===== src/verilog/ppfm_pkg.sv =====
// Package for the port pin function multiplexer: modes, fields, carriers
package ppfm_pkg;
   // =============================================
   // Pin positions
   localparam int A_RST_BIT   = 3;
   localparam int A_MOSI_BIT  = 5;
   localparam int A_MISO_BIT  = 6;
   localparam int A_SCK_BIT   = 7;
   localparam int B_RXD_BIT   = 0;
   localparam int B_OSC_BIT   = 2;
   localparam int B_T0_BIT    = 4;
   localparam int B_T1_BIT    = 5;
   localparam int PORT_W      = 8;
   // =============================================
   // Reset values
   localparam logic [7:0]  LATCH_RST = 8'hFF;
   localparam logic [15:0] MODE_RST  = 16'h0000;
   // =============================================
   // Drive modes, two bits per pin
   typedef enum logic [1:0] {
      PPFM_QUASI = 2'h0,
      PPFM_INPUT = 2'h1,
      PPFM_PUSH  = 2'h2,
      PPFM_OPEN  = 2'h3
   } ppfm_mode_t;
   // =============================================
   // Alternate function drive toward one pin
   typedef struct packed {
      logic own;
      logic val;
      logic oe;
   } ppfm_alt_t;
   // Pad signals of one pin
   typedef struct packed {
      logic o;
      logic oe;
   } ppfm_pad_t;
endpackage


===== src/verilog/ppfm_port_pin_function_mux.sv =====
// Pin function multiplexer and port drive mode logic for two 8-bit ports
`timescale 1ns/1ps
// Behaviour
// - Port A bit 3 is port bit unless reset fuse or debug set; fuse makes it active-low reset in.
// - SPI data out pin drives in master, senses in slave.
// - SPI clock pin drives in master, senses in slave.
// - Port B bit 2 feeds oscillator on external clock, else free port bit unless debug is on.
// - Debug on with RC clock makes port B bit 2 debug data line.
// - Debug on takes debug serial clock from port A bit 3.
// - Each bit has four drive modes; quasi mode acts like classic port.
// - Input mode leaves pad undriven, only sensing.
// - Push-pull drives both levels; open-drain drives only low.
// - All eight port A pins can raise general pin interrupts.
// - Port B bit 4 is timer zero count input or PWM output.
// - Port B bit 0 routes to UART receive input.
// - SPI data in pin senses in master, drives in slave.
// - Port B bit 5 is timer one count input or PWM output.
module ppfm_port_pin_function_mux #(
   parameter int QUASI_KICK = 2
) (
   input  wire logic        i_ref_clk,
   input  wire logic        i_arst_n,
   input  wire logic        i_reset_fuse,
   input  wire logic        i_on_chip_debug,
   input  wire logic        i_rc_osc_sel,
   input  wire logic        i_spi_en,
   input  wire logic        i_spi_master,
   input  wire logic        i_spi_mosi,
   input  wire logic        i_spi_miso,
   input  wire logic        i_spi_sck,
   input  wire logic        i_t0_pwm_en,
   input  wire logic        i_t0_pwm,
   input  wire logic        i_t1_pwm_en,
   input  wire logic        i_t1_pwm,
   input  wire logic        i_dbg_data_oe,
   input  wire logic        i_dbg_data_o,
   input  wire logic        i_latch_wr_a,
   input  wire logic [7:0]  i_latch_a,
   input  wire logic        i_latch_wr_b,
   input  wire logic [7:0]  i_latch_b,
   input  wire logic [15:0] i_mode_a,
   input  wire logic [15:0] i_mode_b,
   input  wire logic [7:0]  i_gpi_en,
   input  wire logic [7:0]  i_gpi_level,
   input  wire logic [7:0]  i_gpi_pol,
   input  wire logic [7:0]  i_pad_a_i,
   input  wire logic [7:0]  i_pad_b_i,
   output logic      [7:0]  o_pad_a_o,
   output logic      [7:0]  o_pad_a_oe,
   output logic      [7:0]  o_pad_b_o,
   output logic      [7:0]  o_pad_b_oe,
   output logic      [7:0]  o_port_a_in,
   output logic      [7:0]  o_port_b_in,
   output logic             o_ext_reset_n,
   output logic             o_debug_serial_clock,
   output logic             o_debug_serial_data,
   output logic             o_oscillator_input,
   output logic             o_spi_mosi_in,
   output logic             o_spi_miso_in,
   output logic             o_spi_sck_in,
   output logic             o_timer_zero_pin,
   output logic             o_timer_one_pin,
   output logic             o_uart_rxd,
   output logic             o_general_pin_interrupt
);
   // =============================================
   // Reset synchroniser
   logic rst_s1_q;
   logic rst_n_q;
   always_ff @(posedge i_ref_clk or negedge i_arst_n) begin
      if (!i_arst_n) begin
         rst_s1_q <= 1'b0;
         rst_n_q  <= 1'b0;
      end else begin
         rst_s1_q <= 1'b1;
         rst_n_q  <= rst_s1_q;
      end
   end

   // =============================================
   // Port latches and quasi strong-pull kick
   logic [7:0] latch_a_q;
   logic [7:0] latch_b_q;
   logic [7:0] kick_a_q;
   logic [7:0] kick_b_q;
   localparam int KW = $clog2(QUASI_KICK + 1);
   logic [KW-1:0] kick_cnt_a_q;
   logic [KW-1:0] kick_cnt_b_q;

   always_ff @(posedge i_ref_clk or negedge rst_n_q) begin
      if (!rst_n_q) begin
         latch_a_q <= ppfm_pkg::LATCH_RST;
         latch_b_q <= ppfm_pkg::LATCH_RST;
      end else begin
         if (i_latch_wr_a) begin
            latch_a_q <= i_latch_a;
         end
         if (i_latch_wr_b) begin
            latch_b_q <= i_latch_b;
         end
      end
   end

   // quasi low-to-high kick
   // A latch rising from 0 to 1 gets a short strong pull-up, then only the weak pull holds it
   always_ff @(posedge i_ref_clk or negedge rst_n_q) begin
      if (!rst_n_q) begin
         kick_a_q     <= 8'h00;
         kick_b_q     <= 8'h00;
         kick_cnt_a_q <= '0;
         kick_cnt_b_q <= '0;
      end else begin
         if (i_latch_wr_a && ((i_latch_a & ~latch_a_q) != 8'h00)) begin
            kick_a_q     <= i_latch_a & ~latch_a_q;
            kick_cnt_a_q <= KW'(QUASI_KICK);
         end else if (kick_cnt_a_q != '0) begin
            kick_cnt_a_q <= kick_cnt_a_q - 1'b1;
         end else begin
            kick_a_q <= 8'h00;
         end
         if (i_latch_wr_b && ((i_latch_b & ~latch_b_q) != 8'h00)) begin
            kick_b_q     <= i_latch_b & ~latch_b_q;
            kick_cnt_b_q <= KW'(QUASI_KICK);
         end else if (kick_cnt_b_q != '0) begin
            kick_cnt_b_q <= kick_cnt_b_q - 1'b1;
         end else begin
            kick_b_q <= 8'h00;
         end
      end
   end

   // =============================================
   // Drive mode decode, shared by both ports
   function automatic ppfm_pkg::ppfm_pad_t drive(input logic [1:0] mode, input logic val,
                                                  input logic kick);
      ppfm_pkg::ppfm_pad_t p;
      p.o  = val;
      p.oe = 1'b0;
      unique case (ppfm_pkg::ppfm_mode_t'(mode))
         // quasi drives low, high only during kick
         ppfm_pkg::PPFM_QUASI: p.oe = ~val | kick;
         ppfm_pkg::PPFM_INPUT: p.oe = 1'b0;
         ppfm_pkg::PPFM_PUSH:  p.oe = 1'b1;
         ppfm_pkg::PPFM_OPEN:  p.oe = ~val;
      endcase
      return p;
   endfunction

   // =============================================
   // Alternate function ownership
   ppfm_pkg::ppfm_alt_t alt_a [8];
   ppfm_pkg::ppfm_alt_t alt_b [8];
   logic dbg_data_on;
   logic osc_on;
   logic rst_pin_on;
   assign dbg_data_on = i_on_chip_debug & i_rc_osc_sel;
   assign osc_on      = ~i_rc_osc_sel;
   assign rst_pin_on  = i_reset_fuse | i_on_chip_debug;

   always_comb begin
      for (int k = 0; k < ppfm_pkg::PORT_W; k++) begin
         alt_a[k] = '0;
         alt_b[k] = '0;
      end
      alt_a[ppfm_pkg::A_RST_BIT] = '{own: rst_pin_on, val: 1'b0, oe: 1'b0};
      alt_a[ppfm_pkg::A_MOSI_BIT] = '{own: i_spi_en, val: i_spi_mosi, oe: i_spi_master};
      alt_a[ppfm_pkg::A_MISO_BIT] = '{own: i_spi_en, val: i_spi_miso, oe: ~i_spi_master};
      alt_a[ppfm_pkg::A_SCK_BIT] = '{own: i_spi_en, val: i_spi_sck, oe: i_spi_master};
      if (dbg_data_on) begin
         alt_b[ppfm_pkg::B_OSC_BIT] = '{own: 1'b1, val: i_dbg_data_o, oe: i_dbg_data_oe};
      end else begin
         alt_b[ppfm_pkg::B_OSC_BIT] = '{own: osc_on, val: 1'b0, oe: 1'b0};
      end
      alt_b[ppfm_pkg::B_T0_BIT] = '{own: i_t0_pwm_en, val: i_t0_pwm, oe: 1'b1};
      alt_b[ppfm_pkg::B_T1_BIT] = '{own: i_t1_pwm_en, val: i_t1_pwm, oe: 1'b1};
   end

   // =============================================
   // Pad drive, registered
   // alternate function replaces latch
   always_ff @(posedge i_ref_clk or negedge rst_n_q) begin
      if (!rst_n_q) begin
         o_pad_a_o  <= 8'h00;
         o_pad_a_oe <= 8'h00;
         o_pad_b_o  <= 8'h00;
         o_pad_b_oe <= 8'h00;
      end else begin
         for (int k = 0; k < ppfm_pkg::PORT_W; k++) begin
            if (alt_a[k].own) begin
               o_pad_a_o[k]  <= alt_a[k].val;
               o_pad_a_oe[k] <= alt_a[k].oe;
            end else begin
               {o_pad_a_o[k], o_pad_a_oe[k]} <= drive(i_mode_a[2*k +: 2], latch_a_q[k], kick_a_q[k]);
            end
            if (alt_b[k].own) begin
               o_pad_b_o[k]  <= alt_b[k].val;
               o_pad_b_oe[k] <= alt_b[k].oe;
            end else begin
               {o_pad_b_o[k], o_pad_b_oe[k]} <= drive(i_mode_b[2*k +: 2], latch_b_q[k], kick_b_q[k]);
            end
         end
      end
   end

   // =============================================
   // Inputs toward the core and peripherals
   // Pin levels stay readable even while a function owns the pad
   always_ff @(posedge i_ref_clk or negedge rst_n_q) begin
      if (!rst_n_q) begin
         o_port_a_in          <= 8'hFF;
         o_port_b_in          <= 8'hFF;
         o_ext_reset_n        <= 1'b1;
         o_debug_serial_clock <= 1'b0;
         o_debug_serial_data  <= 1'b1;
         o_oscillator_input   <= 1'b0;
         o_spi_mosi_in        <= 1'b1;
         o_spi_miso_in        <= 1'b1;
         o_spi_sck_in         <= 1'b0;
         o_timer_zero_pin     <= 1'b1;
         o_timer_one_pin      <= 1'b1;
         o_uart_rxd           <= 1'b1;
      end else begin
         o_port_a_in <= i_pad_a_i;
         o_port_b_in <= i_pad_b_i;
         o_ext_reset_n <= i_reset_fuse ? i_pad_a_i[ppfm_pkg::A_RST_BIT] : 1'b1;
         o_debug_serial_clock <= i_on_chip_debug & i_pad_a_i[ppfm_pkg::A_RST_BIT];
         o_debug_serial_data <= dbg_data_on ? i_pad_b_i[ppfm_pkg::B_OSC_BIT] : 1'b1;
         o_oscillator_input <= osc_on & i_pad_b_i[ppfm_pkg::B_OSC_BIT];
         o_spi_mosi_in <= i_pad_a_i[ppfm_pkg::A_MOSI_BIT];
         o_spi_miso_in <= i_pad_a_i[ppfm_pkg::A_MISO_BIT];
         o_spi_sck_in <= i_pad_a_i[ppfm_pkg::A_SCK_BIT];
         o_timer_zero_pin <= i_pad_b_i[ppfm_pkg::B_T0_BIT];
         o_timer_one_pin <= i_pad_b_i[ppfm_pkg::B_T1_BIT];
         o_uart_rxd <= i_pad_b_i[ppfm_pkg::B_RXD_BIT];
      end
   end

   // =============================================
   // General pin interrupt, level or edge per bit
   // Edge history comes from the registered port copy, so an edge is flagged as fast as a level
   logic [7:0] gpi_hit;
   always_comb begin
      for (int k = 0; k < ppfm_pkg::PORT_W; k++) begin
         if (i_gpi_level[k]) begin
            gpi_hit[k] = i_pad_a_i[k] ~^ i_gpi_pol[k];
         end else begin
            gpi_hit[k] = (i_pad_a_i[k] ~^ i_gpi_pol[k]) & (o_port_a_in[k] ^ i_gpi_pol[k]);
         end
      end
   end

   always_ff @(posedge i_ref_clk or negedge rst_n_q) begin
      if (!rst_n_q) begin
         o_general_pin_interrupt <= 1'b0;
      end else begin
         o_general_pin_interrupt <= |(gpi_hit & i_gpi_en);
      end
   end

   // =============================================
   // Checks
   // input mode undriven
   input_tristate_a: assert property (@(posedge i_ref_clk) disable iff (!rst_n_q)
      (!i_spi_en && !rst_pin_on && i_mode_a[1:0] == 2'h1) |=> !o_pad_a_oe[0])
      else $error("input mode pin driven");
   open_drain_low_a: assert property (@(posedge i_ref_clk) disable iff (!rst_n_q)
      (!i_spi_en && i_mode_a[5:4] == 2'h3) |=> !(o_pad_a_oe[2] && o_pad_a_o[2]))
      else $error("open drain drove high");
   push_pull_on_a: assert property (@(posedge i_ref_clk) disable iff (!rst_n_q)
      (i_mode_b[3:2] == 2'h2) |=> (o_pad_b_oe[1] && o_pad_b_o[1] == $past(latch_b_q[1])))
      else $error("push pull not driving latch");
   fuse_reset_a: assert property (@(posedge i_ref_clk) disable iff (!rst_n_q)
      i_reset_fuse |=> (!o_pad_a_oe[3] && o_ext_reset_n == $past(i_pad_a_i[3])))
      else $error("reset pin misrouted");
   spi_out_role_a: assert property (@(posedge i_ref_clk) disable iff (!rst_n_q)
      i_spi_en |=> (o_pad_a_oe[5] == $past(i_spi_master) && o_pad_a_oe[6] == !$past(i_spi_master)))
      else $error("spi data direction wrong");
   spi_clk_role_a: assert property (@(posedge i_ref_clk) disable iff (!rst_n_q)
      (i_spi_en && i_spi_master) |=> (o_pad_a_oe[7] && o_pad_a_o[7] == $past(i_spi_sck)))
      else $error("spi clock not driven");
   debug_data_a: assert property (@(posedge i_ref_clk) disable iff (!rst_n_q)
      (i_on_chip_debug && i_rc_osc_sel) |=> (o_pad_b_oe[2] == $past(i_dbg_data_oe)))
      else $error("debug data enable wrong");
   osc_pin_a: assert property (@(posedge i_ref_clk) disable iff (!rst_n_q)
      !i_rc_osc_sel |=> (!o_pad_b_oe[2] && o_oscillator_input == $past(i_pad_b_i[2])))
      else $error("oscillator pin misrouted");
   gpi_gate_a: assert property (@(posedge i_ref_clk) disable iff (!rst_n_q)
      (i_gpi_en == 8'h00) |=> !o_general_pin_interrupt)
      else $error("interrupt with no enable");

endmodule


===== config.mk =====
export PLATFORM = sky130hd
export DESIGN_NAME = ppfm_port_pin_function_mux
export DESIGN_NICKNAME = d
export VERILOG_FILES = /design/src/verilog/ppfm_pkg.sv /design/src/verilog/ppfm_port_pin_function_mux.sv
export SDC_FILE = /design/constraint.sdc
export NUM_CORES = 1
export LEC_CHECK = 0
export BUFFER_PORTS_ARGS = -buffer_cell sky130_fd_sc_hd__buf_2
export CAP_MARGIN = 25
export CORE_ASPECT_RATIO = 1.4
export CORE_MARGIN = 2
export CORE_UTILIZATION = 30
export CTS_BUF_LIST = sky130_fd_sc_hd__clkbuf_8
export DETAILED_ROUTE_END_ITERATION = 12
export GPL_ROUTABILITY_DRIVEN = 1
export SYNTH_ARGS = -nofsm -noshare
export SYNTH_HDL_FRONTEND = slang
export SYNTH_SLANG_ARGS = --single-unit
export TNS_END_PERCENT = 1

===== constraint.sdc =====
create_clock -name i_ref_clk -period 2.5 [get_ports i_ref_clk]
set_input_delay 0.375 -clock i_ref_clk [delete_from_list [all_inputs] [get_ports i_ref_clk]]
set_output_delay 0.375 -clock i_ref_clk [all_outputs]
set_load 0.005 [all_outputs]

======== Word-level counts from Yosys, hierarchy flattened ========
Cells that the tools add are included.
storage, ports and cells
  input bits .............................. 106
  output and inout port bits .............. 59
  bits in registers ....................... 97
cells by class
  equal/unequal tests ..................... 50
  reduce and logical (&&, ||, !) cells .... 25
  multiplexer cells ....................... 49
  add/sub/neg operators ................... 2
  bitwise logic cells ..................... 67
operators by type and width
  kind                   number
  $eq A2 B2 Y1 const B   32
  $pmux W1 S4            16
  $eq A2 B1 Y1 const B   16
  $logic_not A2 Y1       16
  $mux W8                4
  $and A8 B8 Y8          3
  $mux W1                24
  $not A1 Y1             18
  $or A1 B1 Y1           17
  $not A8 Y8             2
  $reduce_bool A8 Y1     2
  $and A1 B1 Y1          11
  $mux W2                4
  $reduce_bool A2 Y1     4
  $reduce_or A8 Y1       1
  $xnor A1 B1 Y1         8
  $xor A1 B1 Y1          8
  $ne A2 B2 Y1 const B   2
  $sub A2 B1 Y2 const B  2
  $mux W3                1
  $logic_and A1 B1 Y1    2

======== Longest topological paths before layout ========
Gate-level depths: netlist (run 1).
  depth in word-level cells ............... 5
  gate-level depth with buffers ........... 5
  mapped depth without buffers ............ 4

======== Worst setup path after synthesis (run 1) ========
No wires, ideal clock.
  path kind ............................... flip-flop to flip-flop
  start point ............................. reg latch_a_q[2]
  end point ............................... reg kick_cnt_a_q[1]
  required time ........................... 2376 ps
  buffers on the path ..................... 1
  arrival ................................. 1462 ps
  cell stages (with the launch flop) ...... 6
  clock period less this slack ............ 1586 ps
  library setup time ...................... 124 ps
  path slack .............................. 914 ps
  path through ............................ dfstp_2 or2b_2 nand2_1 o41a_1 buf_6 a211o_1
on the way
  longest elaborated chain between the ends .. 5
  elaborated cells on any way between the ends .. 6
  classes of those cells .................. mux: 1; bitwise: 2; reduce/logical: 3
ends and longest elaborated chain
  what                                                  RTL line                           text
  from (decl)                                           ppfm_port_pin_function_mux.sv:82   logic [7:0] latch_a_q;
  from (signal assigned)                                ppfm_port_pin_function_mux.sv:92   latch_a_q <= ppfm_pkg::LATCH_RST;
  from (signal assigned)                                ppfm_port_pin_function_mux.sv:96   latch_a_q <= i_latch_a;
  $not A8 Y8 *                                          ppfm_port_pin_function_mux.sv:113  if (i_latch_wr_a && ((i_latch_a & ~latch_a_q) != 8'h00)) begin
  $and A8 B8 Y8 *                                       ppfm_port_pin_function_mux.sv:113
  $reduce_bool A8 Y1 *                                  ppfm_port_pin_function_mux.sv:113
  $logic_and A1 B1 Y1 *                                 ppfm_port_pin_function_mux.sv:113
  $mux W2 / $reduce_bool A2 Y1 (equally long branches)  -
  to (signal assigned)                                  ppfm_port_pin_function_mux.sv:115  kick_cnt_a_q <= KW'(QUASI_KICK);
  to (signal assigned)                                  ppfm_port_pin_function_mux.sv:117  kick_cnt_a_q <= kick_cnt_a_q - 1'b1;
  to (decl)                                             ppfm_port_pin_function_mux.sv:87   logic [KW-1:0] kick_cnt_a_q;
Mark *: on every way between the ends. The rest lies on a longest branch, timed or not.
A chain may end at the register's enable or synchronous reset.

======== Worst setup path in the final report (run 1) ========
  start point ............................. reg latch_a_q[5]
  end point ............................... reg kick_cnt_a_q[1]
Same word-level chain as after synthesis.

==> results of run 1 <==
cells in the final DEF, fill, tap and decap left out, types with 2 or more instances in the layout:
| master | instances |
|---|---|
| a21o_1 | 2 |
| a21oi_1 | 14 |
| a22o_1 | 2 |
| a22oi_1 | 4 |
| buf_2 | 164 |
| bufinv_16 | 2 |
| clkbuf_8 | 10 |
| clkinv_4 | 2 |
| dfrtp_1 | 57 |
| dfstp_2 | 34 |
| ha_1 | 2 |
| inv_1 | 8 |
| mux2_2 | 21 |
| mux2i_1 | 14 |
| nand2_1 | 14 |
| nand2b_1 | 30 |
| nand4_1 | 3 |
| nor2_1 | 8 |
| nor2b_1 | 25 |
| o21ai_0 | 9 |
| o21bai_1 | 19 |
| o22ai_1 | 8 |
| o41a_1 | 2 |
| or2b_2 | 2 |
| xor2_1 | 2 |
area by class of cell:
type | instances | area (um2) | area share
Antenna cell | 1 | 2.50 | 0.000503
Tap cell | 150 | 188 | 0.0377
Inverter | 7 | 26.3 | 0.00528
Multi-Input combinational cell | 189 | 1330 | 0.268
Clock inverter | 6 | 88.8 | 0.0179
Timing Repair Buffer | 166 | 851 | 0.171
Clock buffer | 10 | 138 | 0.0277
Sequential cell | 92 | 2350 | 0.472
logic make-up (layout without fill, tap and decap cells):
logic type               Yosys count  after routing
other                              1              2
flip-flops                        92             92
buffers and inverters             19            189
AO/OA/AOI/OAI                     63             63
AND/OR/NAND/NOR                   86             86
multiplexers                      35             35
XOR/XNOR                           2              2
adder cells (fa/ha/maj)            2              2
how the worst max path moves through the flow:
| stage | endpoint | depth (start not counted) | slack (ps) |
|---|---|---|---|
| floorplan | kick_cnt_a_q[1]$_DFFE_PN0P_ | 5 | 910 |
| global placement | kick_cnt_a_q[1]$_DFFE_PN0P_ | 4 | 730 |
| detailed placement | kick_cnt_a_q[1]$_DFFE_PN0P_ | 4 | 710 |
| CTS | kick_cnt_a_q[1]$_DFFE_PN0P_ | 4 | 690 |
| global route | kick_cnt_a_q[1]$_DFFE_PN0P_ | 4 | 610 |
| finish | kick_cnt_a_q[1]$_DFFE_PN0P_ | 4 | 690 |
registers in the layout, indices dropped and copies added (netlist names), 8 cells and up:
| signal | flops |
|---|---|
| latch_a_q | 8 |
| kick_a_q | 8 |
| o_pad_b_o | 8 |
| o_port_b_in | 8 |
| latch_b_q | 8 |
| o_pad_a_o | 8 |
| o_port_a_in | 8 |
| kick_b_q | 8 |
| o_pad_b_oe | 8 |
| o_pad_a_oe | 8 |
critical path: cells and delay by family, from the launching register on:
family             cells  cell delay, ps
AOI/OAI and AO/OA      2             870
DFF                    1             560
and+or+nand+nor        2             260
report_power, final:
part           leakage, nW  internal [mW]  switching [mW]
sequential            1.06           1.70           0.104
combinational         1.21          0.329           0.274
clock                0.114          0.591           0.525
total                 2.39           2.62           0.902
metal layers:
| layer | up-vias | part of all wire | wire length, um | global-route usage |
|---|---|---|---|---|
| met3 | 10 | 0.066 | 560 | 0.0301 |
| met1 | 1326 | 0.38 | 3250 | 0.140 |
| li1 | 1353 | - | - | - |
| met4 | 0 | 0.017 | 147 | 0.0594 |
| met5 | - | 0 | 0 | 0 |
| met2 | 94 | 0.54 | 4580 | 0.226 |
what timing repair did:
item / CTS / global route
gates resized for setup: 0 / 0
endpoints found under the hold margin: 2 / 0
hold buffers: 1 / 0
endpoints found under the setup margin: 0 / 0
==> flow_summary.json, run 1 <==
{
  "yosysTopAreaCellShare": 0.384,
  "drc": 0,
  "critPathLaunchType": "flop",
  "slew_violations": 0,
  "drive_gt1_frac": 0.506,
  "dpl.cell_count": 603,
  "cts_buffer_depth": 2,
  "num_vias": 2783,
  "hold_end": "o_port_b_in[0]$_DFF_PN1_",
  "maxCapViolations": 0,
  "worst_path_max_delay_cell": "dfstp_2",
  "synth-edff-count": 0,
  "cts_tree": "yes",
  "worstReg2RegEnd": "kick_cnt_a_q[1]$_DFFE_PN0P_",
  "row_count": 48,
  "grt_pass1_vias": 2829,
  "synth.area.mux_share": 0.0996,
  "ios": 165,
  "fmax_ghz": 0.553,
  "syn_avg_cell_area_um2": 12.6,
  "tightest_slew_ps": 580,
  "skew_ps": 15.3,
  "fin_cells": 621,
  "syn2layout_area_growth_pct": 31.5,
  "die_area_mm2": 0.0135,
  "avgRoutedWirePerCell_um": 13.7,
  "wl_um": 8530,
  "worst_slack_ps": 691,
  "numCtsBuffers": 9,
  "crit_type": "flop to flop",
  "core_area_mm2": 0.0123,
  "outcome": "finished clean",
  "leakagePower_nw": 2.39,
  "yosysWarnings": 0,
  "reg2reg_setup_slack_ps": 690,
  "hp-class": "input port to flop",
  "htreeDepth": 3,
  "grt_pass1_wl_um": 13300,
  "final-hold-violation-count": 0,
  "fin_setup_tns_ps": 0,
  "required_ps": 2750,
  "slew_headroom": 0.613,
  "synth_common_cells": "58 x dfrtp_1, 34 x dfstp_2, 30 x nand2b_1",
  "ys.flop_type": "dfrtp_1",
  "cp_cell_sequence": "nand2b_1, nand4_1, o41a_1, a211o_1",
  "fin_crit_sh": 0.724,
  "synthTopCellsByArea": "dfrtp_1 38%, dfstp_2 24%, mux2_2 6.3%",
  "utilization": 0.404,
  "setup_viol": 0,
  "crit_start": "latch_a_q[5]$_DFFE_PN1P_",
  "r2r_cells": 4,
  "r2r-start": "latch_a_q[5]$_DFFE_PN1P_",
  "fill_cells": 1229,
  "die_h_um": 137,
  "drt-initial-drc-count": 36,
  "clockRootBuffer": "clkbuf_8",
  "synth_compound_area_frac": 0.111,
  "arrival_ps": 2060,
  "nNetsFinal": 573,
  "clk_latency_ps": 360,
  "portBuffers": 164,
  "ant_nets": 0,
  "synthSimpleGateAreaFrac": 0.130,
  "grt_antenna_before_repair": 0,
  "firstDrtPassIters": 4,
  "hold_start": "i_pad_b_i[0]",
  "peakVddDrop_v": 0.000297,
  "synth_xor_area_frac": 0.00463,
  "place_hpwl_um": 6630,
  "routabilityCongestion": 0.689,
  "cts.clk_slew.worst_paths_ps": 100,
  "syn_nets": 408,
  "yosys.area.top_type": "dfrtp_1",
  "synth_top_family_by_area": "simple AND/OR/NAND/NOR gates",
  "finalPower_mw": 3.52,
  "grt_max_degree": 48,
  "viasPerCell": 4.48,
  "rsz0062_at_grt": "false",
  "holdWs_ps": 107,
  "hold_depth": 1,
  "start_util": 0.307,
  "netlist_area_mm2": 0.00378,
  "dpl-instance-area_mm2": 0.00474,
  "synth_most_common_cell": "dfrtp_1",
  "synthAdderAreaFrac": 0.00662,
  "cp-end-kind": "flop",
  "grt-ovfl-total": 0,
  "ys_seq_area_frac": 0.620,
  "fp.dieW_um": 98.9,
  "fin_crit_ps": 1810,
  "netlist_instances": 300,
  "cpPeakStageDelay_ps": 560,
  "cts_setup_buffers": 0,
  "ys_ff_latch": 92,
  "final_area_mm2": 0.00497,
  "critPathMaxFanout": 10,
  "dp_slack_ps": 711,
  "track_usage": 0.126,
  "clock_sink_count": 92,
  "power_density_mw_per_mm2": 707,
  "synth-async-reset-ratio": 1.00,
  "synth_cell_types": 33
}
Power figures use the tool's default switching activity.
==> run 2: changes to the inputs <==
--- a/config.mk
+++ b/config.mk
@@ -5,6 +5,7 @@
 export SDC_FILE = /design/constraint.sdc
 export NUM_CORES = 1
 export LEC_CHECK = 0
+export ABC_AREA = 1
 export BUFFER_PORTS_ARGS = -buffer_cell sky130_fd_sc_hd__buf_2
 export CAP_MARGIN = 25
 export CORE_ASPECT_RATIO = 1.4
==> constraint.sdc (replaced) <==
create_clock -name i_ref_clk -period 1.7 [get_ports i_ref_clk]
set_input_delay 0.255 -clock i_ref_clk [delete_from_list [all_inputs] [get_ports i_ref_clk]]
set_output_delay 0.255 -clock i_ref_clk [all_outputs]
set_load 0.005 [all_outputs]
==> run 2 against run 1 <==
Net effect:
- sequential cell count stayed put
- first-iteration DRC count increased to 3.2 times the previous value
- synthesized cell count up 34%
- sequential power is 45% higher
- synthesized area rose by 1.5%
- combinational power increased by 58%
- cell area is 4.2% higher
==> flow_summary.json, run 2 <==
{
  "outcome": "finished clean",
  "clockRootBuffer": "clkbuf_8",
  "pwr-share-comb": 0.185,
  "nNetsFinal": 689,
  "firstDrtPassIters": 5,
  "final_area_mm2": 0.00518,
  "fin_cells": 737,
  "cts_buffer_depth": 2,
  "clock_sink_count": 92,
  "synth_cell_types": 30,
  "cp-end-kind": "flop",
  "fin_crit_sh": 0.830,
  "p_clk_frac": 0.309,
  "hp-class": "input port to flop",
  "yosysWarnings": 0,
  "fmax_ghz": 0.708,
  "worst_path_max_delay_cell": "dfstp_2",
  "synth-edff-count": 0,
  "cts_tree": "yes",
  "ant_nets": 0,
  "seq_power_share": 0.506,
  "fin_crit_ps": 1410,
  "core_area_mm2": 0.0124,
  "grt_max_degree": 40,
  "ios": 165,
  "power_density_mw_per_mm2": 994,
  "hold_depth": 1,
  "synth-async-reset-ratio": 1.00,
  "grt_antenna_before_repair": 1,
  "dp_slack_ps": 284,
  "final_common_cell": "buf_2",
  "ys_seq_area_frac": 0.611,
  "portBuffers": 164,
  "syn2layout_area_growth_pct": 35.1,
  "fill_cells": 1232,
  "yosysTopAreaCellShare": 0.378,
  "netlist_instances": 401,
  "drive_gt1_frac": 0.427,
  "worst_slack_ps": 288,
  "netlist_area_mm2": 0.00384,
  "critPathLaunchType": "flop",
  "grt_pass1_wl_um": 15300,
  "yosys.area.top_type": "dfrtp_1",
  "leakagePower_nw": 2.70,
  "final-hold-violation-count": 0,
  "clk_latency_ps": 360,
  "routabilityCongestion": 0.772,
  "die_h_um": 138,
  "drc": 0,
  "r2r_cells": 9,
  "cts.clk_slew.worst_paths_ps": 90,
  "dpl-instance-area_mm2": 0.00479,
  "fp.dieW_um": 99.6,
  "required_ps": 1960,
  "htreeDepth": 3,
  "cts-resized-gates": 0,
  "place_hpwl_um": 7300,
  "grt_pass1_vias": 3355,
  "maxCapViolations": 0,
  "start_util": 0.309,
  "synthTopCellsByArea": "dfrtp_1 38%, dfstp_2 23%, nand2_1 11%",
  "dpl.cell_count": 703,
  "critPathMostFrequentCell": "nand2_1",
  "ys.flop_type": "dfrtp_1",
  "row_count": 48,
  "die_area_mm2": 0.0137,
  "cpPeakStageDelay_ps": 550,
  "syn_nets": 509,
  "fin_setup_tns_ps": 0,
  "viasPerCell": 4.58,
  "crit_type": "flop to flop",
  "cp_cell_sequence": "inv_2, nand2_1, nand2_1, nor2_2, nand2_4, nand2_4, nand2_1, nand2_1, nand2_1",
  "wl_um": 9490,
  "ys_ff_latch": 92,
  "netSwitchingPower_mw": 1.45,
  "cts_setup_buffers": 0,
  "grt-ovfl-total": 0,
  "avgRoutedWirePerCell_um": 12.9,
  "peakVddDrop_v": 0.000485,
  "drt-initial-drc-count": 115,
  "holdWs_ps": 28.7,
  "track_usage": 0.142,
  "setup_viol": 0,
  "slew_violations": 0,
  "intPower_mw": 3.70,
  "postCtsHoldBufs": 17,
  "syn_avg_cell_area_um2": 9.57,
  "layout_common_cells": "164 x buf_2, 113 x nand2_1, 57 x dfrtp_1",
  "numCtsBuffers": 9,
  "rsz0062_at_grt": "false",
  "arrival_ps": 1670,
  "skew_ps": 11.7,
  "synth_common_cells": "113 x nand2_1, 58 x dfrtp_1, 34 x dfstp_2, 34 x o21ai_0, 29 x nand3_1",
  "num_vias": 3378,
  "critPathMaxFanout": 13,
  "synth_most_common_cell": "nand2_1",
  "sw_frac_of_total": 0.282
}
-- run 2: cell count changes after synthesis, sizes merged, moves of 9 or more --
cell,delta
inv,+27
mux2,-21
mux2i,-14
nand2,+109
nand2b,-30
nand3,+33
nand4,+13
nor2,+9
nor2b,-25
nor3,+14
o21ai,+25
o21bai,-19
-- run 2: final cells by class --
cell class	instances	area [um2]	area share
clock buffers	9	124	0.0239
diodes	1	2.50	0.000483
inverters	36	135	0.0261
repair buffers	183	1030	0.199
multi-input cells	259	1260	0.243
clock inverters	7	92.6	0.0179
flip-flops and latches	92	2350	0.453
well taps	150	188	0.0362
-- run 2: worst paths after layout --
| kind | slack [ps] | end | start |
|---|---|---|---|
| setup / recovery | 290 | kick_cnt_a_q[1]$_DFFE_PN0P_ | latch_a_q[2]$_DFFE_PN1P_ |
| hold / removal | 30 | o_port_a_in[3]$_DFF_PN1_ | i_pad_a_i[3] |
| setup reg to reg | 290 | kick_cnt_a_q[1]$_DFFE_PN0P_ | latch_a_q[2]$_DFFE_PN1P_ |
| hold reg to reg | 230 | o_pad_b_oe[4]$_DFF_PN0_ | rst_n_q$_DFF_PN0_ |
| max in group asynchronous | 890 | o_port_a_in[1]$_DFF_PN1_ | rst_n_q$_DFF_PN0_ |
| min in group asynchronous | 190 | rst_n_q$_DFF_PN0_ | i_arst_n |
-- run 2: worst max-delay path, delay by kind of cell (launching register included) --
family | cells | cell delay, ps
and+or+nand+nor | 8 | 730
DFF | 1 | 550
buffers and inverters | 1 | 50
-- run 2: cell families after synthesis --
family / Yosys count / synth area share
AND/OR/NAND/NOR: 206 / 0.252
flip-flops: 92 / 0.611
AO/OA/AOI/OAI: 50 / 0.0691
buffers and inverters: 50 / 0.0603
adder cells (fa/ha/maj): 2 / 0.00652
other: 1 / 0.000977
-- run 2: power by group through the flow --
stage	clock network [mW]	logic, mW	registers (mW)
final	1.59	0.952	2.61
after global placement	0	0.894	2.64
after global routing	1.75	1.09	2.64
after floorplan	0	0.519	2.65
after CTS	1.66	0.964	2.61
after detailed placement	0	0.928	2.65
-- run 2: stage by stage --
step                      power [mW]  utilization
after floorplan                 3.17            -
after global placement          3.54        0.386
after detailed placement        3.58        0.386
after CTS                       5.24        0.417
after global routing            5.47        0.417
final                           5.15        0.417
-- run 2: per-layer routing --
layer | global-route usage | share of wire | vias to the layer above
met5 | 0 | 0 | -
met4 | 0.0556 | 0.012 | 0
met3 | 0.0340 | 0.060 | 9
met2 | 0.261 | 0.54 | 123
met1 | 0.157 | 0.38 | 1577
li1 | - | - | 1669
==> run 3: changes to the inputs <==
==> constraint.sdc (replaced) <==
create_clock -name i_ref_clk -period 1.23 [get_ports i_ref_clk]
set_input_delay 0.1845 -clock i_ref_clk [delete_from_list [all_inputs] [get_ports i_ref_clk]]
set_output_delay 0.1845 -clock i_ref_clk [all_outputs]
set_load 0.005 [all_outputs]
==> run 3 against run 2 <==
Net effect:
- the flow now finishes with violations (setup timing)
- fmax grew 8.6%
- clock power grew 38%
- clock skew grew 0.50 ps
- via count grew 3.8%
- wire length grew 7.2%
- clock-buffer cell count is the same
- critical path depth is the same
- global-route usage grew 0.98 points
- non-clock buffer count grew 36
- hold slack lost 3.2 ps
- worst setup slack lost 360 ps
- critical path type unchanged
==> flow_summary.json, run 3 (synthesis results as in run 2) <==
{
  "fmax_ghz": 0.769,
  "finalPower_mw": 7.37,
  "skew_ps": 12.2,
  "grt-ovfl-total": 0,
  "utilization": 0.446,
  "track_usage": 0.152,
  "firstDrtPassIters": 4,
  "path_delay_family": "simple AND/OR/NAND/NOR gates",
  "htreeDepth": 3,
  "clock_sink_count": 92,
  "met3_usage": 0.0330,
  "critPathMostFrequentCell": "nand2_1",
  "cpPeakStageDelay_ps": 530,
  "nNetsFinal": 725,
  "r2r-start": "latch_a_q[7]$_DFFE_PN1P_",
  "die_area_mm2": 0.0137,
  "holdWs_ps": 25.5,
  "outcome": "finished with violations",
  "syn2layout_area_growth_pct": 44.5,
  "numCtsBuffers": 9,
  "rsz0062_at_grt": "true",
  "ant_nets": 0,
  "layout_common_cells": "162 x buf_2, 108 x nand2_1, 57 x dfrtp_1",
  "multi_input_area_mm2": 0.00131,
  "drt-initial-drc-count": 91,
  "drc": 0,
  "power_density_mw_per_mm2": 1330,
  "cts.clk_slew.worst_paths_ps": 90,
  "critPathBufInv": 1,
  "cp_cell_sequence": "inv_2, nand2_1, nand2_1, nor2_2, nand2_4, nand2_8, nand2_1, nand2_1, nand2_1",
  "hold_depth": 3,
  "final-hold-violation-count": 0,
  "grt_max_degree": 46,
  "cp-end-kind": "flop",
  "use_met2": 0.280,
  "die_h_um": 138,
  "hold_start": "i_t1_pwm",
  "start_util": 0.309,
  "antennaDiodeCount": 0,
  "avgRoutedWirePerCell_um": 13.2,
  "seq_area_mm2": 0.00235,
  "fin_crit_sh": 1.06,
  "worst_path_max_delay_cell": "dfstp_2",
  "maxCapViolations": 0,
  "final_area_mm2": 0.00555,
  "cts_setup_buffers": 0,
  "violations": "setup timing",
  "routabilityCongestion": 0.762,
  "row_count": 48,
  "portBuffers": 164,
  "critPathLaunchType": "flop",
  "fp.dieW_um": 99.6,
  "grt_pass1_vias": 3555,
  "clk_latency_ps": 360,
  "grtUsageMet1": 0.161,
  "cts_buffer_depth": 2,
  "worstReg2RegEnd": "kick_cnt_a_q[1]$_DFFE_PN0P_",
  "r2r_cells": 9,
  "cts_tree": "yes",
  "gr-max-usage-layer": "met2",
  "dpl-instance-area_mm2": 0.00499,
  "peakVddDrop_v": 0.000538,
  "hp-class": "input port to flop",
  "fin_crit_ps": 1300,
  "final_common_cell": "buf_2",
  "critPathMaxFanout": 13,
  "slew_violations": 0,
  "crit_type": "flop to flop",
  "fill_cells": 1191,
  "clockRootBuffer": "clkbuf_8",
  "required_ps": 1490,
  "arrival_ps": 1560,
  "place_hpwl_um": 7740,
  "leakagePower_nw": 2.88,
  "reg2reg_setup_slack_ps": -70,
  "worst_slack_ps": -69.7,
  "viasPerCell": 4.54,
  "ios": 165,
  "hold_end": "o_pad_b_o[5]$_DFF_PN0_",
  "grt_antenna_before_repair": 0,
  "num_vias": 3507,
  "drive_gt1_frac": 0.458,
  "wl_um": 10200,
  "dp_slack_ps": -90.3,
  "setup_viol": 18,
  "core_area_mm2": 0.0124,
  "grt_pass1_wl_um": 16300
}
-- run 3: cell types whose count changed in the layout (fill, tap and decap cells not counted), moves of 5 or more --
cell	delta
nand2_2	+5
nand2_1	-5
dlygate4sd3_1	+10
buf_4	+23
buf_6	+5
-- run 3: power by group --
group,switching [mW],internal [mW]
combinational,0.839,0.740
sequential,0.176,3.42
clock,1.05,1.14
total,2.07,5.30
-- run 3: through the flow --
stage | setup TNS [ps] | cells
final | -628 | 772
after global routing | -2130 | 772
after CTS | -1040 | 772
after detailed placement | -949 | 729
after global placement | -522 | 729
after floorplan | -430 | 401
-- run 3: how the worst max path moves through the flow --
stage | cells past startpoint | from | slack, ps | to
4_1_cts | 9 | latch_a_q[7]$_DFFE_PN1P_ | -70 | kick_cnt_a_q[1]$_DFFE_PN0P_
3_5_place_dp | 9 | latch_a_q[2]$_DFFE_PN1P_ | -90 | kick_cnt_a_q[1]$_DFFE_PN0P_
2_1_floorplan | 9 | latch_a_q[2]$_DFFE_PN1P_ | -20 | kick_a_q[3]$_DFFE_PN0P_
5_1_grt | 9 | latch_a_q[7]$_DFFE_PN1P_ | -140 | kick_cnt_a_q[1]$_DFFE_PN0P_
6_report | 9 | latch_a_q[7]$_DFFE_PN1P_ | -70 | kick_cnt_a_q[1]$_DFFE_PN0P_
3_3_place_gp | 9 | latch_a_q[2]$_DFFE_PN1P_ | -70 | kick_cnt_a_q[1]$_DFFE_PN0P_
-- run 3: layer usage --
layer  up-vias  part of all wire
li1       1739                 -
met1      1642              0.38
met2       105              0.54
met3        21             0.047
met4         0             0.028
met5         -                 0
-- run 3: repair_timing --
item,CTS,global route
pin swaps,14,6
hold buffers,27,0
setup endpoints to repair,25,33
gates cloned,0,0
gates resized for setup,11,5
hold endpoints to repair,29,0
-- run 3: worst min-delay path: stages --
cell and delay [ps]:
buf_2 80, nand2_1 40, o21ai_0 50
-- run 3: layout make-up --
type / instances / share of cell area
inverter: 36 / 0.0246
multi-input combinational: 259 / 0.236
timing repair buffer: 219 / 0.243
sequential: 92 / 0.424
clock buffer: 9 / 0.0223
tap: 150 / 0.0338
clock inverter: 7 / 0.0167
